File: src/rtl/tone_timer_regs.vh
// Command codes, bit positions, reset values and timing constants of the tone timer block
`ifndef TONE_TIMER_REGS_VH
`define TONE_TIMER_REGS_VH

// Serial command codes
`define CMD_GENERAL_RESET   8'h01
`define CMD_WRITE_CONTROL   8'h30
`define CMD_READ_STATUS     8'h31
`define CMD_NOTONE_TIMER    8'h33
`define CMD_TONE_GEN1       8'h34
`define CMD_TONE_GEN2       8'h35
`define CMD_GENERAL_TIMER   8'h36

// Data bytes that follow each command
`define BYTES_NONE          2'd0
`define BYTES_ONE           2'd1
`define BYTES_TWO           2'd2

// Status bits
`define ST_MEAS_DONE        0
`define ST_NOTONE           1
`define ST_GP_EXPIRED       2

// Control bits
`define CTRL_BAND_HI        1
`define CTRL_BAND_LO        0
`define CTRL_RX_IRQ_EN      5
`define CTRL_GP_IRQ_EN      6

// Band codes and reset values
`define BAND_HIGH           2'b00
`define BAND_MID            2'b01
`define CONTROL_RESET       8'h00
`define TIMER_RESET         4'h0
`define TONE_RESET          16'h0000
`define STATUS_RESET        3'b000

// Timer units in milliseconds
`define GP_UNIT_FAST_MS     10'd10
`define GP_UNIT_MID_MS      10'd20
`define NT_UNIT_FAST_MS     10'd20
`define NT_UNIT_MID_MS      10'd40

// Clock rate and timer tick
`define CLK_FREQ_HZ         200000000
`define TICK_TIME_MS        1
`define TICK_CYCLES         (`CLK_FREQ_HZ / 1000 * `TICK_TIME_MS)

// Serial framing
`define LAST_BIT            3'd7
`define REPLY_FALLS         4'd9
`define REPLY_SKIP          4'd9

`endif

File: src/rtl/tone_timer_interrupt_logic.v
// Serial command slave, timers, status and interrupt logic of the tone signalling processor
`timescale 1ns/1ps
// Functional notes
// Notone expiry during a measurement over 75% done is held back unless aborted.
// General timer is written with command 36h and one data byte.
// Host keeps timer byte bits 7..4 zero; period code sits in 3..0.
// Period is code times 10 ms (high/extended) or 20 ms (mid); zero stops.
// After the timer byte the general timer restarts with the new period.
// General timer expiry sets status bit 2 and the interrupt if enabled.
// General expiry flag clears on status read, new timer byte, general reset.
// General timer reloads itself after expiry until rewritten or reset.
// General expiry flag and interrupt stay set across reloads until cleared.
// General reset loads the general timer with zero.
// All-zero tone generator word puts that encoder into powersave.
// Summing amplifier powersaves when both encoders powersave.
// Clock and serial interface stay active in every powersave state.
// Notone interrupt enabled by control bit 5, reported in status bit 1.
// General timer interrupt enabled by control bit 6, flag in status bit 2.
// Successful measurement sets status bit 0, interrupt enabled by control bit 5.
// Read status drops the interrupt, shifts status out, then clears it.
// General reset 01h: high band, interrupts off, both timers zero.
// Host issues general reset at power-up and sets timers before enabling.
// Host receive sequence: control, prime notone, enable, read status then result.
// Measurement interrupts repeat per measurement; notone interrupt once tone is lost.
// Host transmit sequence: bias tones, control, load timer, enable, reload per expiry.
// Notone timer written by 33h plus byte: code times 20 ms or 40 ms mid.
// Notone timer is one-shot, restarted only by successful measurements.
// Notone flag clears on status read, new notone byte, general reset.
// Interrupt request is active while any enabled status flag is set.
`include "tone_timer_regs.vh"
module tone_timer_interrupt_logic #(
  parameter [31:0] TICK_CYCLES = `TICK_CYCLES
) (
  input  wire        clk,
  input  wire        reset,
  input  wire        bus_csn,
  input  wire        bus_sclk,
  input  wire        bus_cmd_data,
  output reg         bus_reply_data,
  output reg         bus_reply_oe_n,
  output reg         irq_n,
  input  wire        meas_done,
  input  wire        meas_late,
  input  wire        meas_abort,
  output reg  [7:0]  control,
  output reg  [15:0] tone1_word,
  output reg  [15:0] tone2_word,
  output reg         enc1_powersave,
  output reg         enc2_powersave,
  output reg         sum_amp_powersave
);

////////////////////////////////////////////////////////////////////////////////
// Pin synchronisers and serial clock edges
reg  [2:0] pin_s1;
reg  [2:0] pin_s2;
reg        sclk_d;
wire       csn_s   = pin_s2[2];
wire       sclk_s  = pin_s2[1];
wire       din_s   = pin_s2[0];
wire       sclk_rise = sclk_s & ~sclk_d & ~csn_s;
wire       sclk_fall = ~sclk_s & sclk_d & ~csn_s;
// Chip select resets high, which gates off any false edge after reset

always @(posedge clk) begin
  if (reset) begin
    pin_s1 <= 3'b110;
    pin_s2 <= 3'b110;
    sclk_d <= 1'b1;
  end else begin
    pin_s1 <= {bus_csn, bus_sclk, bus_cmd_data};
    pin_s2 <= pin_s1;
    sclk_d <= sclk_s;
  end
end

////////////////////////////////////////////////////////////////////////////////
// Byte assembly and command decode
reg  [2:0] bit_cnt;
reg  [6:0] shift_in;
reg  [1:0] bytes_left;
reg  [7:0] cur_cmd;
reg  [7:0] data_hi;
wire       byte_done = sclk_rise & (bit_cnt == `LAST_BIT);
wire [7:0] rx_byte   = {shift_in, din_s};
wire       is_addr   = (bytes_left == `BYTES_NONE);
wire       last_data = byte_done & (bytes_left == `BYTES_ONE);

wire gen_reset   = byte_done & is_addr & (rx_byte == `CMD_GENERAL_RESET);
wire status_read = byte_done & is_addr & (rx_byte == `CMD_READ_STATUS);
wire ctrl_wr     = last_data & (cur_cmd == `CMD_WRITE_CONTROL);
wire nt_wr       = last_data & (cur_cmd == `CMD_NOTONE_TIMER);
wire gp_wr       = last_data & (cur_cmd == `CMD_GENERAL_TIMER);
wire t1_wr       = last_data & (cur_cmd == `CMD_TONE_GEN1);
wire t2_wr       = last_data & (cur_cmd == `CMD_TONE_GEN2);

reg  [1:0] addr_bytes;
always @* begin
  case (rx_byte)
    `CMD_WRITE_CONTROL,
    `CMD_NOTONE_TIMER,
    `CMD_GENERAL_TIMER: addr_bytes = `BYTES_ONE;
    `CMD_TONE_GEN1,
    `CMD_TONE_GEN2:     addr_bytes = `BYTES_TWO;
    default:            addr_bytes = `BYTES_NONE;
  endcase
end

// A raised chip select abandons any partial byte or command
// No powersave state reaches this logic, so the bus always answers
always @(posedge clk) begin
  if (reset || csn_s) begin
    bit_cnt    <= 3'd0;
    shift_in   <= 7'h00;
    bytes_left <= `BYTES_NONE;
    cur_cmd    <= 8'h00;
    data_hi    <= 8'h00;
  end else if (sclk_rise) begin
    bit_cnt  <= bit_cnt + 3'd1;
    shift_in <= rx_byte[6:0];
    if (byte_done) begin
      if (is_addr) begin
        cur_cmd    <= rx_byte;
        bytes_left <= addr_bytes;
      end else begin
        bytes_left <= bytes_left - 2'd1;
        data_hi    <= rx_byte;
      end
    end
  end
end

////////////////////////////////////////////////////////////////////////////////
// Control, tone words and powersave
reg  [3:0] gp_code;
reg  [3:0] nt_code;
wire       mid_band = (control[`CTRL_BAND_HI:`CTRL_BAND_LO] == `BAND_MID);

always @(posedge clk) begin
  if (reset || gen_reset) begin
    control <= `CONTROL_RESET;
    gp_code <= `TIMER_RESET;
    nt_code <= `TIMER_RESET;
  end else begin
    if (ctrl_wr)
      control <= rx_byte;
    if (gp_wr)
      gp_code <= rx_byte[3:0];
    if (nt_wr)
      nt_code <= rx_byte[3:0];
  end
end

// Tone words survive a general reset; only power-up clears them
always @(posedge clk) begin
  if (reset) begin
    tone1_word        <= `TONE_RESET;
    tone2_word        <= `TONE_RESET;
    enc1_powersave    <= 1'b1;
    enc2_powersave    <= 1'b1;
    sum_amp_powersave <= 1'b1;
  end else begin
    if (t1_wr)
      tone1_word <= {data_hi, rx_byte};
    if (t2_wr)
      tone2_word <= {data_hi, rx_byte};
    enc1_powersave    <= (tone1_word == `TONE_RESET);
    enc2_powersave    <= (tone2_word == `TONE_RESET);
    sum_amp_powersave <= enc1_powersave & enc2_powersave;
  end
end

////////////////////////////////////////////////////////////////////////////////
// Timers, one millisecond prescaler each so a reload starts a full tick
wire [9:0] gp_unit = mid_band ? `GP_UNIT_MID_MS : `GP_UNIT_FAST_MS;
wire [9:0] nt_unit = mid_band ? `NT_UNIT_MID_MS : `NT_UNIT_FAST_MS;
wire [9:0] gp_load = {6'h00, gp_code} * gp_unit;
wire [9:0] nt_load = {6'h00, nt_code} * nt_unit;

reg  [31:0] gp_pre;
reg  [9:0]  gp_cnt;
reg  [31:0] nt_pre;
reg  [9:0]  nt_cnt;
reg         nt_run;
reg         nt_pending;
wire        gp_tick   = (gp_pre == TICK_CYCLES - 32'd1);
wire        nt_tick   = (nt_pre == TICK_CYCLES - 32'd1);
wire        gp_expire = gp_tick & (gp_cnt == 10'd1);
wire        nt_expire = nt_run & nt_tick & (nt_cnt == 10'd1);
wire        nt_report = (nt_expire & ~meas_late) | (nt_pending & meas_abort);

// Period code zero leaves the counter at zero, so it never expires
always @(posedge clk) begin
  if (reset || gen_reset) begin
    gp_pre <= 32'd0;
    gp_cnt <= 10'd0;
  end else if (gp_wr) begin
    gp_pre <= 32'd0;
    gp_cnt <= {6'h00, rx_byte[3:0]} * gp_unit;
  end else if (gp_cnt != 10'd0) begin
    gp_pre <= gp_tick ? 32'd0 : gp_pre + 32'd1;
    if (gp_expire)
      gp_cnt <= gp_load;
    else if (gp_tick)
      gp_cnt <= gp_cnt - 10'd1;
  end
end

always @(posedge clk) begin
  if (reset || gen_reset || nt_wr) begin
    nt_pre     <= 32'd0;
    nt_cnt     <= 10'd0;
    nt_run     <= 1'b0;
    nt_pending <= 1'b0;
  end else if (meas_done) begin
    nt_pre     <= 32'd0;
    nt_cnt     <= nt_load;
    nt_run     <= (nt_load != 10'd0);
    nt_pending <= 1'b0;
  end else begin
    if (nt_run) begin
      nt_pre <= nt_tick ? 32'd0 : nt_pre + 32'd1;
      if (nt_tick)
        nt_cnt <= nt_cnt - 10'd1;
    end
    if (nt_expire)
      nt_run <= 1'b0;
    if (nt_expire & meas_late)
      nt_pending <= 1'b1;
    else if (meas_abort)
      nt_pending <= 1'b0;
  end
end

////////////////////////////////////////////////////////////////////////////////
// Status flags and interrupt; a set in the clearing cycle wins
reg  [2:0] status;
reg  [2:0] next_status;
reg  [7:0] next_control;

always @* begin
  next_status = status;
  if (status_read || gen_reset)
    next_status = `STATUS_RESET;
  if (gp_wr)
    next_status[`ST_GP_EXPIRED] = 1'b0;
  if (nt_wr)
    next_status[`ST_NOTONE] = 1'b0;
  // An expiry beats a same-cycle rewrite of its timer
  if (gp_expire)
    next_status[`ST_GP_EXPIRED] = 1'b1;
  if (nt_report)
    next_status[`ST_NOTONE] = 1'b1;
  if (meas_done)
    next_status[`ST_MEAS_DONE] = 1'b1;
  next_control = control;
  if (gen_reset)
    next_control = `CONTROL_RESET;
  else if (ctrl_wr)
    next_control = rx_byte;
end

always @(posedge clk) begin
  if (reset) begin
    status <= `STATUS_RESET;
    irq_n  <= 1'b1;
  end else begin
    status <= next_status;
    irq_n  <= ~(((next_status[`ST_MEAS_DONE] | next_status[`ST_NOTONE])
                 & next_control[`CTRL_RX_IRQ_EN])
               | (next_status[`ST_GP_EXPIRED]
                 & next_control[`CTRL_GP_IRQ_EN]));
  end
end

////////////////////////////////////////////////////////////////////////////////
// Status reply; the falling edge that closes the command byte is skipped
reg  [7:0] reply_sh;
reg  [3:0] reply_cnt;

always @(posedge clk) begin
  if (reset || csn_s) begin
    reply_sh       <= 8'h00;
    reply_cnt      <= 4'd0;
    bus_reply_data <= 1'b0;
    bus_reply_oe_n <= 1'b1;
  end else if (status_read) begin
    reply_sh       <= {5'h00, status};
    reply_cnt      <= `REPLY_FALLS;
    bus_reply_data <= 1'b0;
    bus_reply_oe_n <= 1'b0;
  end else if (sclk_fall && reply_cnt != 4'd0) begin
    reply_cnt <= reply_cnt - 4'd1;
    if (reply_cnt != `REPLY_SKIP) begin
      reply_sh       <= {reply_sh[6:0], 1'b0};
      bus_reply_data <= reply_sh[6];
    end
    bus_reply_oe_n <= (reply_cnt == 4'd1);
  end
end

endmodule // tone_timer_interrupt_logic

File: config.mk
export PLATFORM = sky130hd
export DESIGN_NAME = tone_timer_interrupt_logic
export DESIGN_NICKNAME = d
export VERILOG_FILES = /design/src/rtl/tone_timer_interrupt_logic.v
export VERILOG_INCLUDE_DIRS = /design/src /design/src/rtl
export SDC_FILE = /design/constraint.sdc
export NUM_CORES = 1
export LEC_CHECK = 0
export BUFFER_PORTS_ARGS = -buffer_cell sky130_fd_sc_hd__buf_4
export CAP_MARGIN = 20
export CORE_MARGIN = 2
export CORE_UTILIZATION = 60
export DETAILED_ROUTE_END_ITERATION = 7
export GPL_ROUTABILITY_DRIVEN = 0
export PLACE_DENSITY_LB_ADDON = 0.05
export SLEW_MARGIN = 30
export SYNTH_ARGS = -nofsm -noshare
export SYNTH_HDL_FRONTEND = slang
export SYNTH_SLANG_ARGS = --single-unit
File: constraint.sdc
create_clock -name clk -period 4.5 [get_ports clk]
set_clock_uncertainty 0.15 [all_clocks]
set_input_delay 0.45 -clock clk [delete_from_list [all_inputs] [get_ports clk]]
set_output_delay 0.45 -clock clk [all_outputs]
set_load 0.1 [all_outputs]
; Word level (Yosys, flattened, before mapping)
; Cells that the tools add are included.
[totals]
ff_bits = 189
output_inout_bits = 46
[classes]
n_eq_ne = 21
bitwise_logic = 32
n_mux = 32
reduce_logical = 31
n_mul = 3
addsub = 7
[op_table]
columns = cell, n
row1 = $eq A8 B6 Y1 const B, 11
row2 = $mux W10, 7
row3 = $add A32 B1 Y32 const B, 2
row4 = $eq A32 B18 Y1 const B, 2
row5 = $mux W32, 2
row6 = $logic_not A16 Y1, 2
row7 = $and A1 B1 Y1, 23
row8 = $eq A10 B1 Y1 const B, 2
row9 = $reduce_bool A10 Y1, 2
row10 = $sub A10 B1 Y10 const B, 2
row11 = $mul A4 B5 Y9, 2
row12 = $reduce_bool A2 Y1, 7
row13 = $mux W3, 4
row14 = $mux W1, 11
row15 = $mul A4 B6 Y10, 1
row16 = $reduce_and A2 Y1, 5
row17 = $eq A8 B1 Y1 const B, 1
row18 = $mux W4, 2
row19 = $mux W8, 1
row20 = $reduce_or A2 Y1, 4
row21 = $mux W7, 1
row22 = $mux W6, 1
row23 = $not A1 Y1, 6
row24 = $reduce_and A3 Y1, 2
row25 = 17 further kinds, 23

; Longest topological paths before layout
; Gate-level depths: netlist (run 1).
[depth]
depth_word = 14
ltp_mapped = 15
ltp_nobuf = 14

; Worst setup path after synthesis (run 1)
; No wires, ideal clock.
[synth_path]
path_type = register -> register
start = register (tool-made name)
end = register nt_run
t_arrival_ps = 3613
path_slack_ps = 617
stages_incl_launch_ff = 14
synth_period_minus_slack_ps = 3883
cell_sequence = dfxtp_1 -> nor2b_1 -> clkbuf_1 -> nand2_1 -> nand2_1 -> ha_1 -> fa_1 -> inv_1 -> fa_1 -> nor3b_1 -> nand2_1 -> nor4_1 -> o211a_1 -> nor3_1
[synth_rtl]
columns = element, line
row1 = end signal: assignment, tone_timer_interrupt_logic.v:218  ; nt_run <= (nt_load != 10'd0);
row2 = end: declaration, tone_timer_interrupt_logic.v:184  ; reg nt_run;

==> qor.csv, run 1 <==
metric,value,unit
outcome,finished clean,
whs,53.06,ps
yosys.area_share.simple,0.2637,
synth_edf_count,0,
post_drt_wl_per_cell,14.44,um
htree_levels,4,
hold_buffers,0,
cts_tree,done,
slowest_delay,570,ps
required,4660,ps
start_util,0.6134,
end_kind,register,
p_leak,4.111,nW
vias,7414,
grt_usage,0.2418,
synthDistinctLibCells,65,
min_path_cells,2,
final-instance-count-excl-fill,1339,
remaining_drc_errors,0,
worstPathCellList,nand2b_1 > and2_1 > ha_1 > fa_1 > inv_1 > fa_1 > nor3b_1 > nand2_1 > nor4_1 > o211a_1 > nor3_1,
synth-seq-cells,189,
firstDrtPassIters,4,
pre_cts_slack,1095,ps
reg2reg_depth,11,
final-setup-viol-count,0,
async_reset_ff_frac,0,
cp_slowest_cell,fa_1,
synthCells,1102,
worstHoldEndpoint,pin_s1[2],
fp.dieH,128.7,um
cts_buffer_depth,2,
synth_area_leaders,"dfxtp_1, nand2_1, ha_1, nor2_1, xor2_1",
synthFlopType,dfxtp_1,
grt_pass1_wl,32680,um
portBuffers,53,
post_cts_resized,0,
avgSynthCellArea,8.462,um2
grt_pass1_vias,7031,
fmax,0.2949,GHz
ioPinCount,54,
ir_drop,373.6,uV
synth_top_family_by_area,simple AND/OR/NAND/NOR gates,
netlist.area_leader.share,0.4057,
cts_setup_buffers,0,
drtIter0Drc,435,
max_cap_viol_count,0,
rr_endpoint,nt_run,
synthXorXnorAreaFrac,0.07983,
via_per_inst,5.537,
syn-cell-area,0.009325,mm2
critical-path-top-delay-family,adder cells,
synth_top_area_cell,dfxtp_1,
synth_fa_ha_area_frac,0.07058,
area_growth,11.49,%
ant_nets,0,
start_kind,register,
p_per_area,310.7,mW/mm2
clkLatencyLatePin,430,ps
path_class,register to register,
ys_warn_count,0,
crit_top_cell,fa_1,
die_area,0.01655,mm2
drive_gt1_frac,0.1182,
arrival,3560,ps
final_util,0.6839,
cts_buffers,17,
dpl.hpwl,13560,um
antennaDiodeCount,0,
cp_max_fo,12,
reg2reg_slack,1110,ps
die_w,128.7,um
fin_ws,1109,ps
final_common_cell,dfxtp_1,
fin_crit,3391,ps
grt_start_max_net_pins,50,
cts.sinks,189,
nets,1195,
rows,45,
rsz0062_at_grt,false,
clockRootBuffer,clkbuf_16,
final_max_slew_viol_count,0,
ys_seq_area_frac,0.4057,
min_from,bus_csn,
fin_setup_tns,0,ps
antenna_found_initial,0,
hp-class,primary input to register,
worstPathBufferInverterCount,1,
cp_num_cells,11,
place_inst,1307,
drt-total-wl,19340,um
grt_overflow,0,
coreArea,0.01520,mm2
synthMuxAreaShare,0.04629,
final_cell_mix,"dfxtp_1, nand2_1, nor2_1, a21oi_1, buf_4",
fin_crit_sh,0.7537,
finalHoldViolCount,0,
slew_headroom,0.3921,
synth-compound-area-share,0.09097,
clk_pin_slew,70,ps
tightestPinTransition,909.9,ps
metrics by stage:
step | cell area (um2) | power [mW]
floorplan | 9351 | 1.776
global placement | 9814 | 1.797
detailed placement | 9814 | 1.798
CTS | 10390 | 3.261
global route | 10400 | 3.341
finish | 10400 | 3.230
cell type report:
class                           count  area, um2
Inverter                           40      150.1
Multi-Input combinational cell    828       5186
Tap cell                          188      235.2
Timing Repair Buffer               62      465.4
Clock inverter                     15      150.1
Fill cell                        1300       4806
Clock buffer                       17      425.4
Sequential cell                   189       3784
state kept, by name, summed over array words and instances, names as in the netlist, 7 cells and up, named ones only:
| register | count |
|---|---|
| gp_pre | 32 |
| shift_in | 7 |
| reply_sh | 7 |
| nt_cnt | 10 |
| data_hi | 8 |
| nt_pre | 32 |
| cur_cmd | 8 |
| tone2_word | 16 |
| gp_cnt | 10 |
| tone1_word | 16 |
layer usage:
| layer | global-route usage | up-vias | share of wire |
|---|---|---|---|
| met5 | 0 | - | 0 |
| met4 | 0.06458 | 0 | 0.013 |
| met3 | 0.05696 | 16 | 0.033 |
| met2 | 0.4180 | 95 | 0.48 |
| met1 | 0.3041 | 3484 | 0.48 |
| li1 | - | 3819 | - |
logic make-up (layout without fill, tap and decap cells):
family / after synthesis / count (layout)
AO/OA/AOI/OAI: 138 / 138
XOR/XNOR: 85 / 85
adder cells (fa/ha/maj): 49 / 49
buffers and inverters: 92 / 134
flip-flops: 189 / 189
multiplexers: 43 / 43
other: 2 / 9
AND/OR/NAND/NOR: 504 / 504
how the worst max path moves through the flow:
stage / end
final: nt_run
after global routing: nt_run
after CTS: nt_run
after detailed placement: nt_run
after global placement: nt_run
after floorplan: nt_run
synth_stat cells, drive strengths merged, types with 6 or more instances:
cell	count
a211oi	11
a21o	8
a21oi	81
and2	15
and3	13
buf	12
clkbuf	40
dfxtp	189
fa	6
ha	43
inv	39
mux2i	42
nand2	159
nand2b	9
nand3	36
nand4	22
nor2	144
nor2b	9
nor3	21
nor4	27
o21ai	15
or2	9
or3	10
xnor2	35
xor2	50
report_power, final:
group	switching [mW]	total, mW	internal, mW
logic	0.0474	0.0718	0.0244
clock network	0.688	1.47	0.783
registers	0.00821	1.69	1.68
Power figures use the tool's default switching activity.
==> run 2, diff against run 1 <==
- ABC_AREA: default -> 1
- clock period: 4.5 -> 3.54 ns (I/O delays scaled with it)
==> qor.csv, run 2 <==
metric,value,unit,change
final_util,0.6775,,-0.006331
outcome,finished clean,,
cts_tree,done,,
htree_levels,4,,unchanged
max_cap_viol_count,0,,unchanged
final_area,0.01209,mm2,+16%
final-instance-count-excl-fill,1889,,+41%
fin_ws,183.1,ps,-925.4 ps
place_inst,1854,,+42%
fin_crit_sh,0.9483,,+0.1946
antenna_found_initial,0,,unchanged
slew_headroom,0.4080,,+0.01591
endpoint,nt_run,,
synth-seq-cells,189,,unchanged
vias,10370,,+40%
fin_setup_tns,0,ps,unchanged
synth_top_area_cell,dfxtp_1,,
ys_warn_count,0,,unchanged
remaining_drc_errors,0,,unchanged
cp_max_fo,9,,-3
p_per_area,351.2,mW/mm2,+13%
synth.most_common_cell,nand2_1,,
clockRootBuffer,clkbuf_16,,
post_drt_wl_per_cell,14.27,um,-1.2%
rr_endpoint,nt_run,,
reg2reg_slack,180,ps,-930 ps
clkLatencyLatePin,440,ps,about the same
syn-cell-area,0.01081,mm2,+16%
finalHoldViolCount,0,,unchanged
synth_top_family_by_area,simple AND/OR/NAND/NOR gates,,
synthMuxAreaShare,0,,-0.04629
p_leak,5.199,nW,+26%
avgSynthCellArea,6.789,um2,-20%
grt_start_max_net_pins,38,,-24%
synth_area_leaders,"dfxtp_1, nand2_1, inv_1, nor2_1, a21oi_1",,
drt-total-wl,26950,um,+39%
place_area,0.01143,mm2,+16%
final_max_slew_viol_count,0,,unchanged
fp.dieH,138.2,um,+7.4%
synth_fa_ha_area_frac,0.06089,,-0.009682
grt_usage,0.2787,,+0.03688
coreArea,0.01784,mm2,+17%
hp-class,primary input to register,,
grt_pass1_wl,44730,um,+37%
via_per_inst,5.490,,-0.84%
synthCells,1592,,+44%
grt_overflow,0,,unchanged
cts_buffers,17,,unchanged
ant_nets,0,,unchanged
netlist.area_leader.share,0.3501,,-0.05566
pre_cts_slack,172.2,ps,-923.1 ps
reg2reg_depth,16,,+5
grt_pass1_vias,9451,,+34%
fmax,0.2979,GHz,+1.0%
cts_buffer_depth,2,,unchanged
final-setup-viol-count,0,,unchanged
cts.sinks,189,,unchanged
start_util,0.6058,,-0.007623
path_class,register to register,,
min_from,meas_abort,,
synth.top_cells.by_count,"nand2_1, inv_1, nor2_1",,
synthDistinctLibCells,51,,-22%
async_reset_ff_frac,0,,unchanged
synth_edf_count,0,,unchanged
ioPinCount,54,,unchanged
clk_pin_slew,70,ps,about the same
tightestPinTransition,882.5,ps,-27.45 ps
drive_gt1_frac,0.1072,,-0.01093
final_cell_mix,"nand2_1, inv_1, nor2_1, dfxtp_1, a21oi_1",,
drtIter0Drc,896,,+110%
reg_top3,"gp_pre x32, nt_pre x32",,
firstDrtPassIters,5,,+1
yosys.area_share.simple,0.3294,,+0.06571
end_kind,register,,
rows,49,,+8.9%
synthXorXnorAreaFrac,0.02512,,-0.05471
synthFlopType,dfxtp_1,,
ir_drop,368.8,uV,-1.3%
dpl.hpwl,20020,um,+48%
ys_seq_area_frac,0.3501,,-0.05566
antennaDiodeCount,0,,unchanged
synth-compound-area-share,0.1373,,+0.04633
area_growth,11.84,%,
start_kind,register,,
final_common_cell,nand2_1,,
die_area,0.01910,mm2,+15%
required,3720,ps,-940 ps
whs,28.70,ps,-24.36 ps
power,4.245,mW,+31%
portBuffers,53,,unchanged
arrival,3540,ps,-20 ps
nets,1705,,+43%
fin_crit,3357,ps,-34.64 ps
die_w,138.2,um,+7.4%
[run 2: timing repair]
action,4_1_cts,5_1_grt
setup buffers,0,1
hold endpoints to repair,3,0
endpoints found under the setup margin,0,2
hold buffers,3,0
resized for setup,0,6
[run 2: how the worst min path moves through the flow]
stage                 end  slack, ps  cells after the start
2_1_floorplan   pin_s2[0]        240                      2
3_3_place_gp    pin_s2[0]        240                      2
3_5_place_dp    pin_s2[0]        250                      2
4_1_cts        nt_pending         20                      4
5_1_grt         pin_s2[0]         40                      2
6_report       nt_pending         30                      4
[run 2: layout make-up]
class	instances	area, um2
Tap cell	229	286.5
Clock buffer	20	466.7
Inverter	225	849.6
Sequential cell	189	3791
Clock inverter	11	127.6
Timing Repair Buffer	70	533.0
Fill cell	1618	5753
Multi-Input combinational cell	1145	6033
[run 2: cells by family after synthesis]
kind of cell	after synthesis
AO/OA/AOI/OAI	272
XOR/XNOR	31
adder cells (fa/ha/maj)	49
buffers and inverters	265
flip-flops	189
other	2
AND/OR/NAND/NOR	784
[run 2: critical path: stages, from the launching register on]
cell and delay, ps:
dfxtp_4 350, inv_1 30, or2_2 320, buf_4 180, nand2_1 70, inv_1 40
ha_1 300, fa_1 540, inv_1 70, fa_2 550, nand2_1 50, inv_1 90
nand4_1 120, nor3_2 160, nand2_1 60, a21oi_1 110, nor2_1 60
[run 2: report_power, final]
part	internal, mW	switching [mW]	total (mW)
clock	1.05	0.889	1.94
sequential	2.14	0.0136	2.15
combinational	0.0507	0.108	0.159
total	3.23	1.01	4.24
[run 2: layer usage]
metal / global-route usage / part of all wire
met1: 0.3955 / 0.48
met4: 0.07465 / 0.016
met5: 0 / 0
met3: 0.04191 / 0.046
met2: 0.4463 / 0.46
==> run 3, diff against run 2 <==
- CORE_ASPECT_RATIO: default -> 2
==> qor.csv, run 3 (same netlist as run 2, synthesis figures left out) <==
metric,value,unit,change
fillerInstances,1650,,+2.0%
rows,69,,+41%
worstPathBufferInverterCount,4,,-1
antennaDiodeCount,0,,unchanged
clk_pin_slew,80,ps,about the same
p_per_area,346.9,mW/mm2,-1.2%
via_per_inst,5.556,,+1.2%
ioPinCount,54,,unchanged
hp-class,primary input to register,,
cp_slowest_cell,fa_1,,
drt-total-wl,28420,um,+5.4%
fin_crit_sh,0.9359,,-0.01234
power,4.161,mW,-2.0%
fmax,0.3018,GHz,+1.3%
place_inst,1837,,-0.92%
slowest_delay,570,ps,+20 ps
grt_start_max_net_pins,38,,unchanged
clockRootBuffer,clkbuf_16,,
pre_cts_slack,144.7,ps,-27.43 ps
antenna_found_initial,0,,unchanged
grt_pass1_vias,10180,,+7.7%
drtIter0Drc,578,,-35%
cts.sinks,189,,unchanged
whs,23.93,ps,-4.772 ps
nets,1703,,-0.12%
final_cell_mix,"nand2_1, inv_1, nor2_1, dfxtp_1, a21oi_1",,
clkLatencyLatePin,440,ps,about the same
area_growth,10.99,%,
reg_top3,"gp_pre x32, nt_pre x32",,
final_common_cell,nand2_1,,
max_cap_viol_count,0,,unchanged
arrival,3500,ps,-40 ps
start_util,0.6107,,+0.004882
final_max_slew_viol_count,0,,unchanged
cts_buffer_depth,2,,unchanged
p_leak,5.179,nW,-0.40%
rsz0062_at_grt,false,,
remaining_drc_errors,0,,unchanged
ant_nets,0,,unchanged
portBuffers,53,,unchanged
outcome,finished clean,,
fin_crit,3313,ps,-43.69 ps
dpl.hpwl,21900,um,+9.4%
grt_usage,0.3015,,+0.02280
post_drt_wl_per_cell,15.19,um,+6.5%
tightestPinTransition,873.6,ps,-8.853 ps
fp.dieH,193.8,um,+40%
fin_ws,226.8,ps,+43.69 ps
drive_gt1_frac,0.1031,,-0.004093
cts_setup_buffers,0,,unchanged
grt_pass1_wl,47070,um,+5.2%
start_kind,register,,
final-setup-viol-count,0,,unchanged
cts_tree,done,,
finalHoldViolCount,0,,unchanged
worstPathCellList,inv_1 > or2_4 > inv_4 > nand2_1 > o21ai_1 > ha_1 > fa_1 > inv_1 > fa_1 > nand2_1 > inv_1 > nand4_1 > nor3_1 > nand2_1 > a21oi_1 > nor2_1,,
path_class,register to register,,
slew_headroom,0.4154,,+0.007387
cp_max_fo,8,,-1
vias,10400,,+0.24%
firstDrtPassIters,5,,unchanged
htree_levels,4,,unchanged
end_kind,register,,
coreArea,0.01770,mm2,-0.80%
required,3730,ps,about the same
cts_buffers,17,,unchanged
fin_setup_tns,0,ps,unchanged
final-instance-count-excl-fill,1871,,-0.95%
critical-path-top-delay-family,adder cells,,
grt_overflow,0,,unchanged
die_area,0.01917,mm2,+0.34%
die_w,98.90,um,-28%
ir_drop,379.3,uV,+2.8%
-- run 3: cell types whose count changed in the layout (fill, tap and decap cells not counted), sizes merged --
cell    previous run  this run
buf               67        65
inv              228       233
clkbuf            20        18
bufinv             1         0
clkinv             7         5
-- run 3: where the power goes --
group	internal (mW)	total, mW	switching (mW)
logic	0.0486	0.155	0.107
clock network	0.946	1.86	0.910
registers	2.14	2.15	0.0137
-- run 3: timing repair --
| action | CTS | global route |
|---|---|---|
| hold buffers | 3 | 0 |
| resized for setup | 0 | 3 |
| endpoints found under the setup margin | 0 | 2 |
| hold endpoints to repair | 3 | 0 |
-- run 3: metal layers --
metal,GRT usage,up-vias,wire (um)
met1,0.3188,4757,10870
met4,0.1705,0,1354
met3,0.03821,91,999
li1,-,5284,-
met2,0.5586,264,15190
met5,0,-,0
-- run 3: final cells by class --
class                           count  area [um2]  area share
Timing Repair Buffer               68       518.0     0.04318
Multi-Input combinational cell   1145        6010      0.5010
Clock buffer                       18       439.2     0.03661
Tap cell                          213       266.5     0.02222
Sequential cell                   189        3791      0.3161
Clock inverter                     13       121.4     0.01012
Inverter                          225       849.6     0.07082
-- run 3: worst register-to-register path, cell delays in order (launching register included) --
cell and delay (ps):
dfxtp_4 350, inv_1 40, or2_4 260, inv_4 100, nand2_1 50, o21ai_1 130, ha_1 300, fa_1 570
inv_1 70, fa_1 540, nand2_1 50, inv_1 80, nand4_1 100, nor3_1 180, nand2_1 80, a21oi_1 110
nor2_1 50
-- run 3: through the flow --
step | cell area [um2] | utilization
2_1_floorplan | 10840 | -
3_3_place_gp | 11400 | 0.6441
3_5_place_dp | 11400 | 0.6441
4_1_cts | 11990 | 0.6775
5_1_grt | 12000 | 0.6778
6_report | 12000 | 0.6778
-- run 3: worst paths after layout --
kind / startpoint / to / slack, ps / cells past startpoint
worst max-delay path: register / nt_run / 230 / 16
worst min-delay path: meas_abort / nt_pending / 20 / 4
worst max register to register: register / nt_run / 230 / 16
worst min register to register: pin_s1[0] / pin_s2[0] / 260 / 2
